===== config.mk =====
export PLATFORM = sky130hd
export DESIGN_NAME = tpa_arbiter
export DESIGN_NICKNAME = d
export VERILOG_FILES = /design/src/design/tpa_pkg.sv /design/src/design/tpa_arbiter.sv
export SDC_FILE = /design/constraint.sdc
export NUM_CORES = 1
export LEC_CHECK = 0
export ABC_AREA = 1
export BUFFER_PORTS_ARGS = -buffer_cell sky130_fd_sc_hd__buf_2
export CAP_MARGIN = 15
export CORE_AREA = 2 2 114 116
export CTS_CLUSTER_SIZE = 25
export DETAILED_ROUTE_END_ITERATION = 8
export DIE_AREA = 0 0 116 118
export SYNTH_ARGS = -nofsm -noshare
export SYNTH_HDL_FRONTEND = slang
export SYNTH_SLANG_ARGS = --single-unit

===== constraint.sdc =====
create_clock -name clock_i -period 4.5 [get_ports clock_i]
set_input_delay 0.9 -clock clock_i [delete_from_list [all_inputs] [get_ports clock_i]]
set_output_delay 0.9 -clock clock_i [all_outputs]
set_load 0.02 [all_outputs]

===== src/design/tpa_pkg.sv =====
// Package with constants and carrier types of the tag power and access block.
package tpa_pkg;

    // ==========================================================
    // Register map of the plain register port
    // ==========================================================
    localparam logic [3:0] ADDR_CFG0   = 4'h0;
    localparam logic [3:0] ADDR_CFG1   = 4'h1;
    localparam logic [3:0] ADDR_CFG2   = 4'h2;
    localparam logic [3:0] ADDR_STATUS = 4'h3;
    localparam logic [3:0] ADDR_IRQ    = 4'h4;
    localparam logic [3:0] ADDR_WAKEEN = 4'h5;
    localparam logic [3:0] ADDR_AUTH   = 4'h6;
    localparam logic [3:0] ADDR_HARV   = 4'h7;

    // ==========================================================
    // Field positions
    // ==========================================================
    localparam int CFG0_ARB_BIT    = 0;
    localparam int CFG0_SILENT_BIT = 1;
    localparam int CFG0_TUNNEL_BIT = 2;
    localparam int CFG0_EXT_BIT    = 3;
    localparam int CFG1_RREG_LSB   = 5;
    localparam int IRQ_ERR_BIT     = 0;
    localparam int IRQ_WAKE_BIT    = 1;

    // ==========================================================
    // Reset values, limits and counts
    // ==========================================================
    localparam logic [7:0] CFG0_RESET    = 8'h00;
    localparam logic [7:0] CFG1_RESET    = 8'h00;
    localparam logic [3:0] WAKEEN_RESET  = 4'hF;
    localparam logic [2:0] AUTH_MAX_FAIL = 3'h7;
    localparam logic [4:0] VREG_TOP_CODE = 5'h1A;
    localparam logic [5:0] VREG_LOW_MV10 = 6'h12;
    localparam logic [5:0] VREG_BASE     = 6'h13;
    localparam int NV_BYTES = 3;

    typedef enum logic [1:0] {
        TPA_PM_AUTO  = 2'b00,
        TPA_PM_FIELD = 2'b01,
        TPA_PM_EXT2  = 2'b10,
        TPA_PM_EXT3  = 2'b11
    } tpa_pm_t;

    typedef enum logic [1:0] {
        TPA_ST_OFF  = 2'b00,
        TPA_ST_LOAD = 2'b01,
        TPA_ST_RUN  = 2'b10
    } tpa_state_t;

    typedef enum logic [1:0] {
        TPA_WR_IDLE = 2'b00,
        TPA_WR_RF   = 2'b01,
        TPA_WR_HOST = 2'b10
    } tpa_wr_t;

    // Harvest regulator settings presented to the analog side.
    typedef struct packed {
        logic       enable;
        logic [1:0] rreg;
        logic [4:0] vreg;
        logic [5:0] volt_100mv;
    } tpa_harvest_t;

    // Requests arriving from the RF side command decoder.
    typedef struct packed {
        logic write_req;
        logic read_req;
        logic write_done;
        logic pwd_write;
        logic pwd_match;
        logic selected;
        logic sleep_req;
        logic mem_updated;
    } tpa_rf_req_t;

endpackage

===== src/design/tpa_arbiter.sv =====
// Power mode control, EEPROM write arbitration and RF gating of the tag.
//
// The address map and the strobed register port were left to the implementer.
`timescale 1ns/1ps
// ==========================================================
// Notes on behaviour
// Host idles SPI lines high for standby.
// Field mode: regulator powers system only if tunnel/extended.
// Field mode otherwise forces resistance field zero.
// External modes never shut down while supply present.
// External modes entered only after initialization.
// Host boots mode 0/1, switches via register two.
// Host returns to mode 0/1 before removing supply.
// Initialization copies every config byte to registers.
// Mode 0 starts on field or supply; mode 1 field.
// Arbitration mode chosen by config byte zero bit.
// Idle EEPROM: either side may start a write.
// Mode 0: RF write during host write gets NAK.
// Mode 0: host write during RF write raises error.
// Mode 1: field turn-on aborts host write, error.
// Mode 1: RF read/write aborts host write, error.
// Host repeats an aborted write.
// Harvesting only in power modes 0 and 1.
// Resistance field decodes to off,100,50,25 ohms.
// Voltage code linear 1.9V..4.5V, high codes 1.8V.
// Silent mode with low supply disables RF side.
// Seven failed password attempts lock authentication.
// Password checks apply to RF accesses only.
// Wake-up interrupt on selectable events.
// Interrupt flags hold until host clears them.
// ==========================================================
module tpa_arbiter
    import tpa_pkg::*;
#(
    parameter int NV_COUNT = NV_BYTES
) (
    input  wire logic         clock_i,
    input  wire logic         resetn_i,
    input  wire logic         field_power_on_detect_i,
    input  wire logic         external_supply_pin_i,
    input  wire logic         supply_low_i,
    input  wire logic [7:0]   nv_cfg_data_i,
    output logic [1:0]        nv_cfg_index_o,
    input  wire logic [3:0]   reg_addr_i,
    input  wire logic [7:0]   reg_wdata_i,
    input  wire logic         reg_write_i,
    input  wire logic         reg_read_i,
    output logic [7:0]        reg_rdata_o,
    input  wire tpa_rf_req_t  rf_req_i,
    input  wire logic         host_write_req_i,
    input  wire logic         host_write_done_i,
    input  wire logic         rf_protected_i,
    output logic              rf_write_grant_o,
    output logic              rf_nak_o,
    output logic              rf_access_ok_o,
    output logic              host_write_grant_o,
    output logic              host_write_abort_o,
    output logic              rf_enable_o,
    output logic              logic_powered_o,
    output logic              authenticated_o,
    output tpa_harvest_t      harvest_o,
    output logic              irq_o
);

    if (NV_COUNT != NV_BYTES) begin
        $error("tpa_arbiter: NV_COUNT must equal three");
    end

    // ==========================================================
    // Input synchronisers for pin-level signals
    // ==========================================================
    logic [2:0] sync1;
    logic [2:0] sync2;
    logic       field_d;
    always_ff @(posedge clock_i) begin
        if (!resetn_i) begin
            sync1 <= 3'h0;
            sync2 <= 3'h0;
            field_d <= 1'b0;
        end else begin
            sync1 <= {supply_low_i, external_supply_pin_i,
                      field_power_on_detect_i};
            sync2 <= sync1;
            field_d <= sync2[0];
        end
    end
    wire field_on   = sync2[0];
    wire ext_on     = sync2[1];
    wire vio_low    = sync2[2];
    wire field_rise = field_on & ~field_d;

    // ==========================================================
    // Power mode and initialization
    // ==========================================================
    tpa_state_t state;
    logic [7:0] cfg0;
    logic [7:0] cfg1;
    tpa_pm_t    pm;
    logic [1:0] load_idx;

    tpa_pm_t nv_pm;
    assign nv_pm = tpa_pm_t'(nv_cfg_data_i[1:0]);
    wire ext_mode = (pm == TPA_PM_EXT2) || (pm == TPA_PM_EXT3);
    // A boot trigger is judged from the mode register pm, which reset sets to mode 0; see.
    wire start_init = field_on || ((pm == TPA_PM_AUTO) && ext_on);
    wire host_cfg_wr = reg_write_i && (state == TPA_ST_RUN);

    always_ff @(posedge clock_i) begin
        if (!resetn_i) begin
            state <= TPA_ST_OFF;
            load_idx <= 2'h0;
        end else begin
            case (state)
                TPA_ST_OFF: begin
                    if (start_init) begin
                        state <= TPA_ST_LOAD;
                    end
                    load_idx <= 2'h0;
                end
                TPA_ST_LOAD: begin
                    if (load_idx == 2'(NV_COUNT - 1)) begin
                        state <= TPA_ST_RUN;
                    end
                    load_idx <= load_idx + 2'h1;
                end
                TPA_ST_RUN: begin
                    // External modes stay up while supply is there.
                    if (ext_mode ? !ext_on : !start_init) begin
                        state <= TPA_ST_OFF;
                    end
                end
                default: state <= TPA_ST_OFF;
            endcase
        end
    end
    assign nv_cfg_index_o = load_idx;
    assign logic_powered_o = (state == TPA_ST_RUN);

    always_ff @(posedge clock_i) begin
        if (!resetn_i) begin
            cfg0 <= CFG0_RESET;
            cfg1 <= CFG1_RESET;
            pm <= TPA_PM_AUTO;
        end else if (state == TPA_ST_LOAD) begin
            case (load_idx)
                2'h0: cfg0 <= nv_cfg_data_i;
                2'h1: cfg1 <= nv_cfg_data_i;
                // Nonvolatile mode may only be 0 or 1; top bit dropped.
                default: pm <= tpa_pm_t'({1'b0, nv_pm[0]});
            endcase
        end else if (host_cfg_wr) begin
            // Config register writes only land after init completes; see
            case (reg_addr_i)
                ADDR_CFG0: cfg0 <= reg_wdata_i;
                ADDR_CFG1: cfg1 <= reg_wdata_i;
                ADDR_CFG2: pm <= tpa_pm_t'(reg_wdata_i[1:0]);
                default: ;
            endcase
        end
    end

    // ==========================================================
    // Harvest regulator decode
    // ==========================================================
    function automatic logic [5:0] vreg_volts(input logic [4:0] code);
        if (code > VREG_TOP_CODE) begin
            vreg_volts = VREG_LOW_MV10;
        end else begin
            vreg_volts = VREG_BASE + {1'b0, code};
        end
    endfunction

    wire tunnel_ext = cfg0[CFG0_TUNNEL_BIT] | cfg0[CFG0_EXT_BIT];
    logic [1:0] rreg_eff;
    always_comb begin
        rreg_eff = cfg1[CFG1_RREG_LSB +: 2];
        if ((pm == TPA_PM_FIELD) && !tunnel_ext) begin
            rreg_eff = 2'b00;
        end
        if (ext_mode || !logic_powered_o) begin
            rreg_eff = 2'b00;
        end
    end

    // 00 tristates the pin; 01/10/11 pick 100, 50 and 25 ohms.
    always_ff @(posedge clock_i) begin
        if (!resetn_i) begin
            harvest_o <= '0;
        end else begin
            harvest_o.enable <= (rreg_eff != 2'b00);
            harvest_o.rreg <= rreg_eff;
            harvest_o.vreg <= cfg1[4:0];
            harvest_o.volt_100mv <= vreg_volts(cfg1[4:0]);
        end
    end

    // ==========================================================
    // Silent mode gate
    // ==========================================================
    wire rf_on = logic_powered_o && field_on &&
                 !(cfg0[CFG0_SILENT_BIT] && vio_low);
    assign rf_enable_o = rf_on;
    tpa_rf_req_t rf;
    assign rf = rf_on ? rf_req_i : '0;

    // ==========================================================
    // EEPROM write arbitration
    // ==========================================================
    tpa_wr_t wr;
    wire rf_prio = cfg0[CFG0_ARB_BIT];
    wire host_abort = rf_prio && (wr == TPA_WR_HOST) &&
                      (field_rise || rf.read_req || rf.write_req);
    wire rf_wr_ok = rf.write_req &&
                    ((wr == TPA_WR_IDLE) || host_abort) &&
                    !(rf_protected_i && !authenticated_o);
    wire host_wr_ok = host_write_req_i && (wr == TPA_WR_IDLE) &&
                      !rf.write_req && logic_powered_o;
    wire host_clash = host_write_req_i && (wr == TPA_WR_RF);

    always_ff @(posedge clock_i) begin
        if (!resetn_i) begin
            wr <= TPA_WR_IDLE;
        end else begin
            case (wr)
                TPA_WR_IDLE: begin
                    if (rf_wr_ok) begin
                        wr <= TPA_WR_RF;
                    end else if (host_wr_ok) begin
                        wr <= TPA_WR_HOST;
                    end
                end
                TPA_WR_RF: begin
                    if (rf_req_i.write_done || !rf_on) begin
                        wr <= TPA_WR_IDLE;
                    end
                end
                TPA_WR_HOST: begin
                    if (host_abort) begin
                        wr <= rf_wr_ok ? TPA_WR_RF : TPA_WR_IDLE;
                    end else if (host_write_done_i) begin
                        wr <= TPA_WR_IDLE;
                    end
                end
                default: wr <= TPA_WR_IDLE;
            endcase
        end
    end
    assign rf_write_grant_o = rf_wr_ok;
    assign host_write_grant_o = host_wr_ok;
    assign host_write_abort_o = host_abort;
    // Mode 0 refuses the RF write while the host owns the array.
    assign rf_nak_o = rf.write_req && !rf_wr_ok;
    // Host accesses never pass this check; only RF ones do.
    assign rf_access_ok_o = (rf.read_req || rf.write_req) &&
                            !(rf_protected_i && !authenticated_o);

    // ==========================================================
    // Password authentication
    // ==========================================================
    logic [2:0] fail_cnt;
    logic       auth;
    wire        locked = (fail_cnt == AUTH_MAX_FAIL);
    always_ff @(posedge clock_i) begin
        if (!resetn_i || state != TPA_ST_RUN) begin
            auth <= 1'b0;
        end else if (rf.pwd_write && !auth && !locked) begin
            auth <= rf.pwd_match;
        end
    end
    always_ff @(posedge clock_i) begin
        if (!resetn_i) begin
            fail_cnt <= 3'h0;
        end else if (host_cfg_wr && reg_addr_i == ADDR_AUTH) begin
            fail_cnt <= reg_wdata_i[2:0];
        end else if (rf.pwd_write && !auth && !locked &&
                     !rf.pwd_match) begin
            fail_cnt <= fail_cnt + 3'h1;
        end
    end
    assign authenticated_o = auth;

    // ==========================================================
    // Interrupt flags and wake-up selection
    // ==========================================================
    logic [3:0] wake_en;
    logic [1:0] irq_flags;
    logic       init_done_d;
    always_ff @(posedge clock_i) begin
        if (!resetn_i) begin
            wake_en <= WAKEEN_RESET;
            init_done_d <= 1'b0;
        end else begin
            init_done_d <= logic_powered_o;
            if (host_cfg_wr && reg_addr_i == ADDR_WAKEEN) begin
                wake_en <= reg_wdata_i[3:0];
            end
        end
    end
    wire [3:0] wake_src = {rf.mem_updated, rf.sleep_req, rf.selected,
                           logic_powered_o & ~init_done_d};
    wire wake_ev = |(wake_src & wake_en);
    wire err_ev = (host_clash && !rf_prio) || host_abort;
    wire irq_rd = reg_read_i && reg_addr_i == ADDR_IRQ;
    wire [1:0] irq_wclr = (reg_write_i && reg_addr_i == ADDR_IRQ) ?
                          reg_wdata_i[1:0] : 2'b00;

    // A read or write-one clears a flag, but a new event wins.
    always_ff @(posedge clock_i) begin
        if (!resetn_i) begin
            irq_flags <= 2'b00;
        end else begin
            irq_flags[IRQ_ERR_BIT] <= err_ev ||
                (irq_flags[IRQ_ERR_BIT] && !irq_rd &&
                 !irq_wclr[IRQ_ERR_BIT]);
            irq_flags[IRQ_WAKE_BIT] <= wake_ev ||
                (irq_flags[IRQ_WAKE_BIT] && !irq_rd &&
                 !irq_wclr[IRQ_WAKE_BIT]);
        end
    end
    assign irq_o = |irq_flags;

    // ==========================================================
    // Register read port
    // ==========================================================
    always_ff @(posedge clock_i) begin
        if (!resetn_i) begin
            reg_rdata_o <= 8'h00;
        end else if (reg_read_i) begin
            case (reg_addr_i)
                ADDR_CFG0:   reg_rdata_o <= cfg0;
                ADDR_CFG1:   reg_rdata_o <= cfg1;
                ADDR_CFG2:   reg_rdata_o <= {6'h00, pm};
                ADDR_STATUS: reg_rdata_o <= {1'b0, locked, wr, state,
                                             rf_on, auth};
                ADDR_IRQ:    reg_rdata_o <= {6'h00, irq_flags};
                ADDR_WAKEEN: reg_rdata_o <= {4'h0, wake_en};
                ADDR_AUTH:   reg_rdata_o <= {5'h00, fail_cnt};
                ADDR_HARV:   reg_rdata_o <= {harvest_o.enable,
                                             harvest_o.rreg,
                                             harvest_o.vreg};
                default:     reg_rdata_o <= 8'h00;
            endcase
        end else begin
            reg_rdata_o <= 8'h00;
        end
    end

    // ==========================================================
    // Assertions
    // ==========================================================
    a_field_mode_off: assert property (@(posedge clock_i)
        disable iff (!resetn_i)
        (pm == TPA_PM_FIELD && !tunnel_ext) |=> !harvest_o.enable)
        else $error("harvest on in field mode without tunnel");
    a_ext_no_harvest: assert property (@(posedge clock_i)
        disable iff (!resetn_i)
        ext_mode |=> harvest_o.rreg == 2'b00)
        else $error("harvest active in external mode");
    a_ext_stays_up: assert property (@(posedge clock_i)
        disable iff (!resetn_i)
        (logic_powered_o && ext_mode && ext_on) |=> logic_powered_o)
        else $error("shutdown with external supply present");
    a_rf_nak_busy: assert property (@(posedge clock_i)
        disable iff (!resetn_i)
        (!rf_prio && wr == TPA_WR_HOST && rf.write_req) |-> rf_nak_o)
        else $error("RF write not refused during host write");
    a_host_err_irq: assert property (@(posedge clock_i)
        disable iff (!resetn_i)
        (!rf_prio && host_clash) |=> irq_flags[IRQ_ERR_BIT])
        else $error("host clash did not flag error");
    a_abort_on_rf: assert property (@(posedge clock_i)
        disable iff (!resetn_i)
        (rf_prio && wr == TPA_WR_HOST && rf.read_req)
        |-> host_write_abort_o ##1 (wr != TPA_WR_HOST))
        else $error("host write not aborted by RF access");
    a_abort_on_field: assert property (@(posedge clock_i)
        disable iff (!resetn_i)
        (rf_prio && wr == TPA_WR_HOST && field_rise) |-> host_write_abort_o)
        else $error("host write not aborted by field arrival");
    a_silent_gate: assert property (@(posedge clock_i)
        disable iff (!resetn_i)
        (cfg0[CFG0_SILENT_BIT] && vio_low) |-> !rf_enable_o)
        else $error("RF enabled in silent mode");
    a_auth_lock: assert property (@(posedge clock_i)
        disable iff (!resetn_i)
        (locked && !auth) |=> !auth)
        else $error("authenticated while locked");
    a_vreg_decode: assert property (@(posedge clock_i)
        disable iff (!resetn_i)
        $changed(cfg1) ##1 (cfg1[4:0] > VREG_TOP_CODE)
        |-> harvest_o.volt_100mv == VREG_LOW_MV10)
        else $error("high voltage code not mapped low");
    c_init_done: cover property (@(posedge clock_i)
        state == TPA_ST_LOAD ##[1:4] state == TPA_ST_RUN);
    c_host_abort: cover property (@(posedge clock_i) host_write_abort_o);
    c_rf_nak: cover property (@(posedge clock_i) rf_nak_o);

endmodule


# Yosys cells after proc, flatten, opt, wreduce, memory -nomap -nowiden
# Index checks and enable logic that the tools add are counted.
# word_totals
ff_bits,64
input_bits,38
elab_cells,171
# classes
n_addsub,3
n_lt_le_gt_ge,1
n_eq_ne,27
n_mux,33
n_bitwise,7
n_reduce_logical,80
# op_table
operator,n
$mux W8,9
$pmux W8 S8,1
$mux W2,15
$logic_and A1 B1 Y1,29
$logic_not A1 Y1,17
$eq A4 B3 Y1 const B,4
$reduce_and A3 Y1,5
$reduce_bool A2 Y1,7
$logic_or A1 B1 Y1,12
$pmux W2 S3,2
$eq A2 B2 Y1 const B,5
$eq A2 B1 Y1 const B,4
$eq A4 B2 Y1 const B,2
$logic_not A2 Y1,4
$ne A2 B1 Y1 const B,4
$ne A2 B2 Y1 const B,4
$add A5 B5 Y6 const A,1
$mux W3,2
$ne A3 B3 Y1 const B,2
$reduce_or A2 Y1,3
$gt A5 B5 Y1 const B,1
$mux W5,1
$and A4 B4 Y4,1
$eq A4 B1 Y1 const B,1
other kinds (11),15

# Logic depth before layout (Yosys ltp)
# Gate-level depths: netlist (run 1).
# logic_depth
word_depth,13
mapped_depth,11

# Least setup slack after synthesis (run 1)
# No wires, ideal clock.
# synth_timing
kind,input to output
startpoint,input port rf_req_i[7] in the netlist's numbering
endpoint,output port rf_nak_o
arrival_time_ns,1.920
t_required_ns,3.600
setup_slack_ns,1.680
path_stages,8
n_path_buf,0
path_cell_list,or2_2 > nand2_1 > nand2_1 > nand2_1 > nand2_1 > nand2_1 > inv_1 > nor2_1
# synth_between
elab_chain_len,8
# synth_rtl
item,line,rtl
from (decl),tpa_arbiter.sv:49,"input wire tpa_rf_req_t rf_req_i,"
$mux W8 *,tpa_arbiter.sv:204,assign rf = rf_on ? rf_req_i : '0;
$logic_or A1 B1 Y1,tpa_arbiter.sv:212,(field_rise || rf.read_req || rf.write_req);
$logic_and A1 B1 Y1,tpa_arbiter.sv:211,wire host_abort = rf_prio && (wr == TPA_WR_HOST) &&
$logic_or A1 B1 Y1,tpa_arbiter.sv:214,((wr == TPA_WR_IDLE) || host_abort) &&
$logic_and A1 B1 Y1 *,tpa_arbiter.sv:213,wire rf_wr_ok = rf.write_req &&
$logic_and A1 B1 Y1 *,tpa_arbiter.sv:214,
via rf_write_grant_o,tpa_arbiter.sv:53,"output logic rf_write_grant_o,"
$logic_not A1 Y1 *,tpa_arbiter.sv:252,assign rf_nak_o = rf.write_req && !rf_wr_ok;
$logic_and A1 B1 Y1 *,tpa_arbiter.sv:252,
to (decl),tpa_arbiter.sv:54,"output logic rf_nak_o,"
# The timed path passes the listed nets; every way through them passes the cells marked *.

# Worst setup path in the final report (run 1)
# layout_timing
startpoint,input port rf_req_i[7] in the netlist's numbering
endpoint,output port rf_nak_o
# layout_between
elab_chain_len,8
# layout_rtl
item,line
$mux W8 *,tpa_arbiter.sv:204
$logic_or A1 B1 Y1,tpa_arbiter.sv:212
$logic_and A1 B1 Y1,tpa_arbiter.sv:211
$logic_or A1 B1 Y1,tpa_arbiter.sv:214
$logic_and A1 B1 Y1,tpa_arbiter.sv:213
$logic_and A1 B1 Y1,tpa_arbiter.sv:214
$logic_not A1 Y1,tpa_arbiter.sv:252
$logic_and A1 B1 Y1 *,tpa_arbiter.sv:252
# Mark *: on every way between the ends. The rest lies on a longest branch, timed or not.

==> qor.yml, run 1 <==
synthFlopType: "dfxtp_1"
fmax_ghz: 0.350
synth_cell_types: 31
clock_sinks: 64
arrival_ns: 1.96
finalPower_mw: 1.57
multi_input_area_mm2: 0.00136
clkPwrFrac: 0.546
muxShareOfSynthArea: 0
fill_cells: 1369
cts.path.max_buffers: 2
grt_pass1_vias: 2825
syn_area_mm2: 0.00294
synth_top_cell_area_share: 0.436
yosys.area.top_type: "dfxtp_1"
avgRoutedWirePerCell_um: 12.9
switching_share: 0.216
post-cts-setup-buffers: 0
maxCapViolations: 0
crit_chain: "buf_2 -> or2_2 -> nand2_1 -> nand2_1 -> nand2_1 -> nand2_1 -> nand2_1 -> inv_1 -> nor2_1 -> buf_2"
synth_commonest_cells: "129 x nand2_1, 64 x dfxtp_1, 57 x inv_1"
clock_skew_ns: 0.00529
synth.avg_cell_area_um2: 7.04
die_area_mm2: 0.0137
globalRouteTotalUtil: 0.129
synth_top_family_by_area: "simple AND/OR/NAND/NOR gates"
clockRootBuffer: "clkbuf_16"
cp_max_fo: 3
gp_congestion: 0.880
start_util: 0.237
drc: 0
crit_family: "simple AND/OR/NAND/NOR gates"
synth-compound-area-share: 0.135
worst_ep_required_time_ns: 3.60
coreArea_mm2: 0.0124
cts_resized: 0
sequentialPowerShare: 0.379
yosysSeqAreaShare: 0.436
cts_tree: "built"
maxSlewViolCount: 0
hold_slack_ns: 0.409
routed_via_density: 4.20
synthAdderAreaFrac: 0.0298
p_leak_nw: 1.85
cpMostUsedCell: "nand2_1"
hold_buffers: 0
comb_power_share: 0.074
setup_viol_count_final: 0
fp.dieW_um: 116
ant_nets: 0
wl_um: 8550
cp-start-kind: "input port"
dr.pass1.iters: 4
antenna_cells: 0
area_growth_pct: 29.7
crit_type: "in2out"
cp_slowest_stage_delay_ns: 0.28
tightest_slew_ns: 0.758
dp_hpwl_um: 6680
synth_xor_xnor_area_share: 0
grt_start_max_net_pins: 42
clk_pin_slew_ns: 0.05
synth_area_leaders: "dfxtp_1 44%, nand2_1 16%, inv_1 7.3%"
slew_headroom: 0.494
yosys.area_share.simple: 0.299
grt_pass1_wl_um: 13600
antenna_found_initial: 0
switchingPower_mw: 0.340
internal_power_mw: 1.23
seq_area_mm2: 0.00128
num_io_pins: 71
ys_warn_count: 0
synth_most_common_cell: "nand2_1"
numCtsBuffers: 9
die_h_um: 118
ys_ff_latch: 64
setup_tns_ns: 0
num_rows: 41
grt_setup_unrepaired: "false"
period_share: 0.635
grt_overflow: 0
cts_htree_levels: 3
syn-num-nets: 462
drive_above_1_share: 0.207
synth_edf_count: 0
nets: 534
synth_cells: 417
min_period_ns: 2.86
hold_viol_final: 0
endpoint_kind: "primary output"
drtIter0Drc: 124
num_vias: 2792
async_flop_share: 0
post-route-util: 0.307
insertion_delay_ns: 0.33
peakVddDrop_uv: 148
p_per_area_mw_per_mm2: 413
critPathSlowestCell: "or2_2"
outcome: "complete, no violations"
numPortBuffers: 70
worstPathBufferInverterCount: 3
hold_class: "reg2reg"
## final timing paths
kind | startpoint | endpoint | slack, ns | cells after the start
worst max-delay path | rf_req_i[7] | rf_nak_o | 1.64 | 10
worst min-delay path | sync1[1] | sync2[1] | 0.41 | 2
worst max register to register | state[1] | cfg0[1] | 2.64 | 8
worst min register to register | sync1[1] | sync2[1] | 0.41 | 2
## per-stage QoR
| stage | cells | setup WS, ns | area [µm²] |
|---|---|---|---|
| after CTS | 665 | 1.65 | 3810 |
| after floorplan | 417 | 1.68 | 2940 |
| after global routing | 665 | 1.52 | 3810 |
| after global placement | 650 | 1.68 | 3440 |
| after detailed placement | 650 | 1.65 | 3440 |
| final | 665 | 1.64 | 3810 |
## registers in the layout (all words and copies together), names as in the netlist
| register | flops |
|---|---|
| wake_en | 4 |
| sync2 | 3 |
| fail_cnt | 3 |
| harvest_o | 14 |
| wr | 2 |
| pm | 2 |
| cfg1 | 8 |
| init_done_d | 1 |
| reg_rdata_o | 8 |
| field_d | 1 |
| cfg0 | 8 |
| nv_cfg_index_o | 2 |
| state | 2 |
| authenticated_o | 1 |
| sync1 | 3 |
| irq_flags | 2 |
## power groups by stage
stage / clock network [mW] / registers [mW] / logic, mW
6_report: 0.860 / 0.597 / 0.117
4_1_cts: 0.874 / 0.597 / 0.119
3_5_place_dp: 0 / 0.609 / 0.118
3_3_place_gp: 0 / 0.609 / 0.117
5_1_grt: 0.898 / 0.599 / 0.134
2_1_floorplan: 0 / 0.613 / 0.0690
## area by class of cell
cell class | count | share of cell area
sequential | 64 | 0.336
timing repair buffer | 70 | 0.0920
clock buffer | 10 | 0.0627
multi-input combinational | 282 | 0.357
clock inverter | 5 | 0.0338
tap | 172 | 0.0565
inverter | 62 | 0.0611
## cells by family (layout without fill, tap and decap cells)
family          count (synthesis)  in the layout
flops                          64             64
compound gates                 71             71
fa+ha+maj                       7              7
buf+inv                        71            147
simple gates                  204            204
## layer usage
metal / wire length (µm) / track usage / share of wire / vias to the layer above
met4: 68 / 0.0357 / 0.0080 / 0
met3: 570 / 0.0402 / 0.067 / 8
li1: - / - / - / 1461
met1: 3810 / 0.156 / 0.45 / 1254
met5: 0 / 0 / 0 / -
met2: 4100 / 0.218 / 0.48 / 69
## layout by cell type (no fill, tap or decap), types with 2 or more instances in the layout
master / instances
nor3b_1: 2
clkbuf_16: 9
nor2_1: 40
nand2_1: 129
o21ai_0: 24
o211ai_1: 3
nand2_4: 2
or2_2: 3
inv_2: 5
nand2_2: 2
ha_1: 7
a41oi_1: 3
inv_1: 57
dfxtp_1: 64
buf_2: 70
o22ai_1: 3
nand3_1: 17
nand3b_1: 2
a31oi_1: 4
nor2_4: 4
a21oi_1: 28
bufinv_16: 4
o21ai_1: 2
## worst min-delay path, cell delays in order, from the launching register on
cell	delay (ns)
dfxtp_1	0.30
nand2_1	0.04
inv_1	0.04
Power figures use the tool's default switching activity.
==> inputs of run 2 (changes only) <==
==> constraint.sdc (replaced) <==
create_clock -name clock_i -period 2.4 [get_ports clock_i]
set_input_delay 0.48 -clock clock_i [delete_from_list [all_inputs] [get_ports clock_i]]
set_output_delay 0.48 -clock clock_i [all_outputs]
set_load 0.02 [all_outputs]
==> run 2 against run 1 <==
  * Register-to-register slack got worse by 2.0 ns
  * Clock-buffer cell count fell by 1
  * Worst hold slack got worse by 0.073 ns
  * Combinational power rose by 91%
  * Critical path depth rose by 1
  * Flip-flop and latch count did not move
  * Via count fell by 0.18%
  * Core utilization rose by 0.11 points
  * Clock power rose by 74%
==> qor.yml, run 2 (same netlist as run 1, synthesis figures left out) <==
setup_slack_ns: 0.179
start_util: 0.237
tightest_slew_ns: 0.668
p_leak_nw: 1.86
clock_skew_ns: 0.00661
ant_nets: 0
outcome: "complete, no violations"
hold_class: "in2reg"
slew_headroom: 0.555
cts_htree_levels: 3
grt_overflow: 0
numPortBuffers: 70
cpMostUsedCell: "nand2_1"
regMostFlops: "harvest_o"
globalRouteTotalUtil: 0.131
r2r_setup_slack_ns: 0.63
coreArea_mm2: 0.0124
maxCapViolations: 0
nets: 538
cts.path.max_buffers: 2
crit_chain: "inv_2 -> nand3_2 -> nor2_4 -> nand2_1 -> nand2_1 -> nand2_1 -> nand2_1 -> nand2_1 -> inv_1 -> nor2_1 -> buf_2"
fmax_ghz: 0.450
clk_pin_slew_ns: 0.05
avgRoutedWirePerCell_um: 12.9
drtIter0Drc: 122
worstPathBufferInverterCount: 3
dp_hpwl_um: 6810
min_period_ns: 2.22
grt_setup_unrepaired: "false"
cp_max_fo: 8
grt_pass1_vias: 2728
setup_viol_count_final: 0
crit_type: "reg2out"
num_io_pins: 71
setup_tns_ns: 0
dpl_cell_area_mm2: 0.00345
clock_sinks: 64
cp_slowest_stage_delay_ns: 0.35
hold_buffers: 0
wl_um: 8620
drc: 0
grt_pass1_wl_um: 13900
numCtsBuffers: 9
mostFrequentLayoutCells: "129 x nand2_1, 70 x buf_2, 63 x dfxtp_1"
cp-start-kind: "flip-flop"
antenna_found_initial: 0
hold_viol_final: 0
peakVddDrop_uv: 384
arrival_ns: 1.74
period_share: 0.925
place_ws_ns: 0.393
critPathSlowestCell: "dfxtp_1"
crit_family: "simple AND/OR/NAND/NOR gates"
layout.cells.non_filler: 670
gp_congestion: 0.905
p_per_area_mw_per_mm2: 743
routed_via_density: 4.16
die_area_mm2: 0.0137
drive_above_1_share: 0.219
grt_start_max_net_pins: 41
dr.pass1.iters: 4
postLayoutCellArea_mm2: 0.00382
insertion_delay_ns: 0.33
fp.dieW_um: 116
post-route-util: 0.308
antenna_cells: 0
num_rows: 41
endpoint_kind: "primary output"
largest_reg_flops: 14
layout_commonest_cell: "nand2_1"
num_vias: 2787
maxSlewViolCount: 0
area_growth_pct: 30.2
cts_tree: "built"
clockRootBuffer: "clkbuf_16"
die_h_um: 118
dp_cells: 651
worst_ep_required_time_ns: 1.92
-- run 2: cell types whose count changed in the layout (fill, tap and decap cells not counted), sizes merged --
cell	delta
clkinvlp	+1
clkinv	+2
buf	+4
bufinv	-1
clkbuf	-1
-- run 2: metal layers --
layer / vias to the layer above / share of wire / track usage
met5: - / 0 / 0
met4: 0 / 0.014 / 0.0350
met3: 13 / 0.068 / 0.0396
met2: 80 / 0.46 / 0.219
met1: 1220 / 0.45 / 0.163
li1: 1474 / - / -
-- run 2: area by class of cell --
class | count | area, µm²
clock buffer | 9 | 225
clock inverter | 7 | 120
fill | 1367 | 8590
inverter | 62 | 233
multi-input combinational | 282 | 1370
sequential | 64 | 1280
tap | 172 | 215
timing repair buffer | 74 | 380
-- run 2: power by group --
| part | internal [mW] | total (mW) | switching [mW] |
|---|---|---|---|
| registers | 1.10 | 1.12 | 0.0227 |
| logic | 0.0756 | 0.223 | 0.148 |
| clock network | 1.01 | 1.50 | 0.481 |
| total | 2.19 | 2.84 | 0.652 |
-- run 2: metrics by stage --
step	total power [mW]	hold slack, ns
floorplan	1.28	0.390
finish	2.84	0.335
CTS	2.86	0.337
detailed placement	1.36	0.404
global route	2.96	0.335
global placement	1.36	0.404
-- run 2: final timing paths --
check | start | to | cells past startpoint
max | state[0] | rf_nak_o | 11
min | supply_low_i | sync1[2] | 3
max reg2reg | nv_cfg_index_o[0] | cfg0[5] | 6
min reg2reg | sync1[0] | sync2[0] | 2
-- run 2: tightest hold or removal path, stage by stage --
cell and delay (ns):
buf_2 0.08, nand2_1 0.04, inv_1 0.04
-- run 2: repair_timing --
action	CTS	global route
setup endpoints to repair	0	2
setup buffers	0	3
resized for setup	0	2
hold endpoints to repair	0	0
==> inputs of run 3 (changes only) <==
--- a/config.mk
+++ b/config.mk
@@ -12,6 +12,7 @@
 export CTS_CLUSTER_SIZE = 25
 export DETAILED_ROUTE_END_ITERATION = 8
 export DIE_AREA = 0 0 116 118
+export PLACE_DENSITY = 0.44
 export SYNTH_ARGS = -nofsm -noshare
 export SYNTH_HDL_FRONTEND = slang
 export SYNTH_SLANG_ARGS = --single-unit
==> run 3 against run 2 <==
  * First-iteration DRC count increased by 24%
  * Global-route usage increased by 0.48 points
  * Core utilization decreased by 0.55 points
  * Highest routed layer unchanged
==> qor.yml, run 3 (same netlist as run 1, synthesis figures left out) <==
clock_skew_ns: 0.00818
clock_sinks: 64
dp_cells: 653
die_area_mm2: 0.0137
endpoint_kind: "primary output"
dr.pass1.iters: 4
setup_viol_count_final: 0
slew_headroom: 0.638
insertion_delay_ns: 0.33
worst_ep_required_time_ns: 1.92
maxSlewViolCount: 0
clockRootBuffer: "clkbuf_16"
fmax_ghz: 0.461
fill_cells: 1396
ant_nets: 0
num_io_pins: 71
period_share: 0.904
grt_start_max_net_pins: 41
tightest_slew_ns: 0.534
clk_pin_slew_ns: 0.06
antenna_cells: 0
numPortBuffers: 70
dp_hpwl_um: 6900
fp.dieW_um: 116
antenna_found_initial: 0
grt_pass1_wl_um: 14200
hold_viol_final: 0
cts_htree_levels: 3
hold_slack_ns: 0.335
drive_above_1_share: 0.210
peakVddDrop_uv: 299
start_util: 0.237
crit_type: "reg2out"
place_ws_ns: 0.399
p_leak_nw: 1.83
coreArea_mm2: 0.0124
nets: 537
setup_slack_ns: 0.230
seq_area_mm2: 0.00128
globalRouteTotalUtil: 0.136
hold_class: "in2reg"
num_rows: 41
routed_via_density: 4.10
wl_um: 8850
outcome: "complete, no violations"
drtIter0Drc: 151
maxCapViolations: 0
grt_setup_unrepaired: "false"
arrival_ns: 1.69
setup_tns_ns: 0
largest_reg_flops: 14
numCtsBuffers: 9
mostFrequentLayoutCells: "129 x nand2_1, 70 x buf_2, 63 x dfxtp_1"
layout.cells.non_filler: 668
hold_buffers: 0
gp_congestion: 0.865
p_per_area_mw_per_mm2: 700
cts.path.max_buffers: 2
min_period_ns: 2.17
cp_max_fo: 4
area_growth_pct: 27.8
cp-start-kind: "flip-flop"
regMostFlops: "harvest_o"
grt_pass1_vias: 2824
grt_overflow: 0
avgRoutedWirePerCell_um: 13.2
multi_input_area_mm2: 0.00136
cts_tree: "built"
layout_commonest_cell: "nand2_1"
die_h_um: 118
drc: 0
num_vias: 2742
run 3: changes by cell type in the layout (fill, tap and decap cells not counted), sizes merged:
cell	change
buf	-1
bufinv	-2
clkbuf	+3
clkinv	-2
run 3: cell type report:
| class | count | area share |
|---|---|---|
| Multi-Input combinational cell | 282 | 0.363 |
| Sequential cell | 64 | 0.342 |
| Inverter | 62 | 0.0620 |
| Clock inverter | 3 | 0.0113 |
| Tap cell | 172 | 0.0573 |
| Timing Repair Buffer | 73 | 0.0993 |
| Clock buffer | 12 | 0.0657 |
run 3: metrics by stage:
| step | util | power (mW) | area, µm² |
|---|---|---|---|
| 2_1_floorplan | - | 1.28 | 2940 |
| 3_3_place_gp | 0.279 | 1.37 | 3460 |
| 3_5_place_dp | 0.279 | 1.37 | 3460 |
| 4_1_cts | 0.302 | 2.66 | 3750 |
| 5_1_grt | 0.302 | 2.74 | 3750 |
| 6_report | 0.302 | 2.63 | 3750 |
run 3: critical path, cell delays in order (launching register included):
cell and delay, ns:
dfxtp_1 0.35, inv_2 0.11, nand3_1 0.13, nor2_4 0.15, nand2_1 0.08, nand2_1 0.07
nand2_1 0.08, nand2_1 0.07, nand2_1 0.06, inv_1 0.07, nor2_1 0.04, buf_2 0.15
run 3: layer usage:
metal / track usage / part of all wire
met5: 0 / 0
met4: 0.0603 / 0.023
met3: 0.0319 / 0.050
met2: 0.215 / 0.46
met1: 0.175 / 0.47
run 3: final timing paths:
check,startpoint,endpoint,slack [ns],cells after the start
max reg2reg,state[0],cfg1[7],0.71,7
min reg2reg,sync1[2],sync2[2],0.41,2
max,state[0],rf_nak_o,0.23,11
min,field_power_on_detect_i,sync1[0],0.34,3
run 3: repair_timing:
item                                   in CTS  in global routing
endpoints found under the hold margin       0                  0
setup endpoints to repair                   0                  2
gates resized for setup                     0                  1
buffers inserted                            0                  0
run 3: power by group:
group	switching, mW	internal [mW]
Clock	0.460	0.824
Combinational	0.147	0.0754
Sequential	0.0219	1.10
Total	0.629	2.00
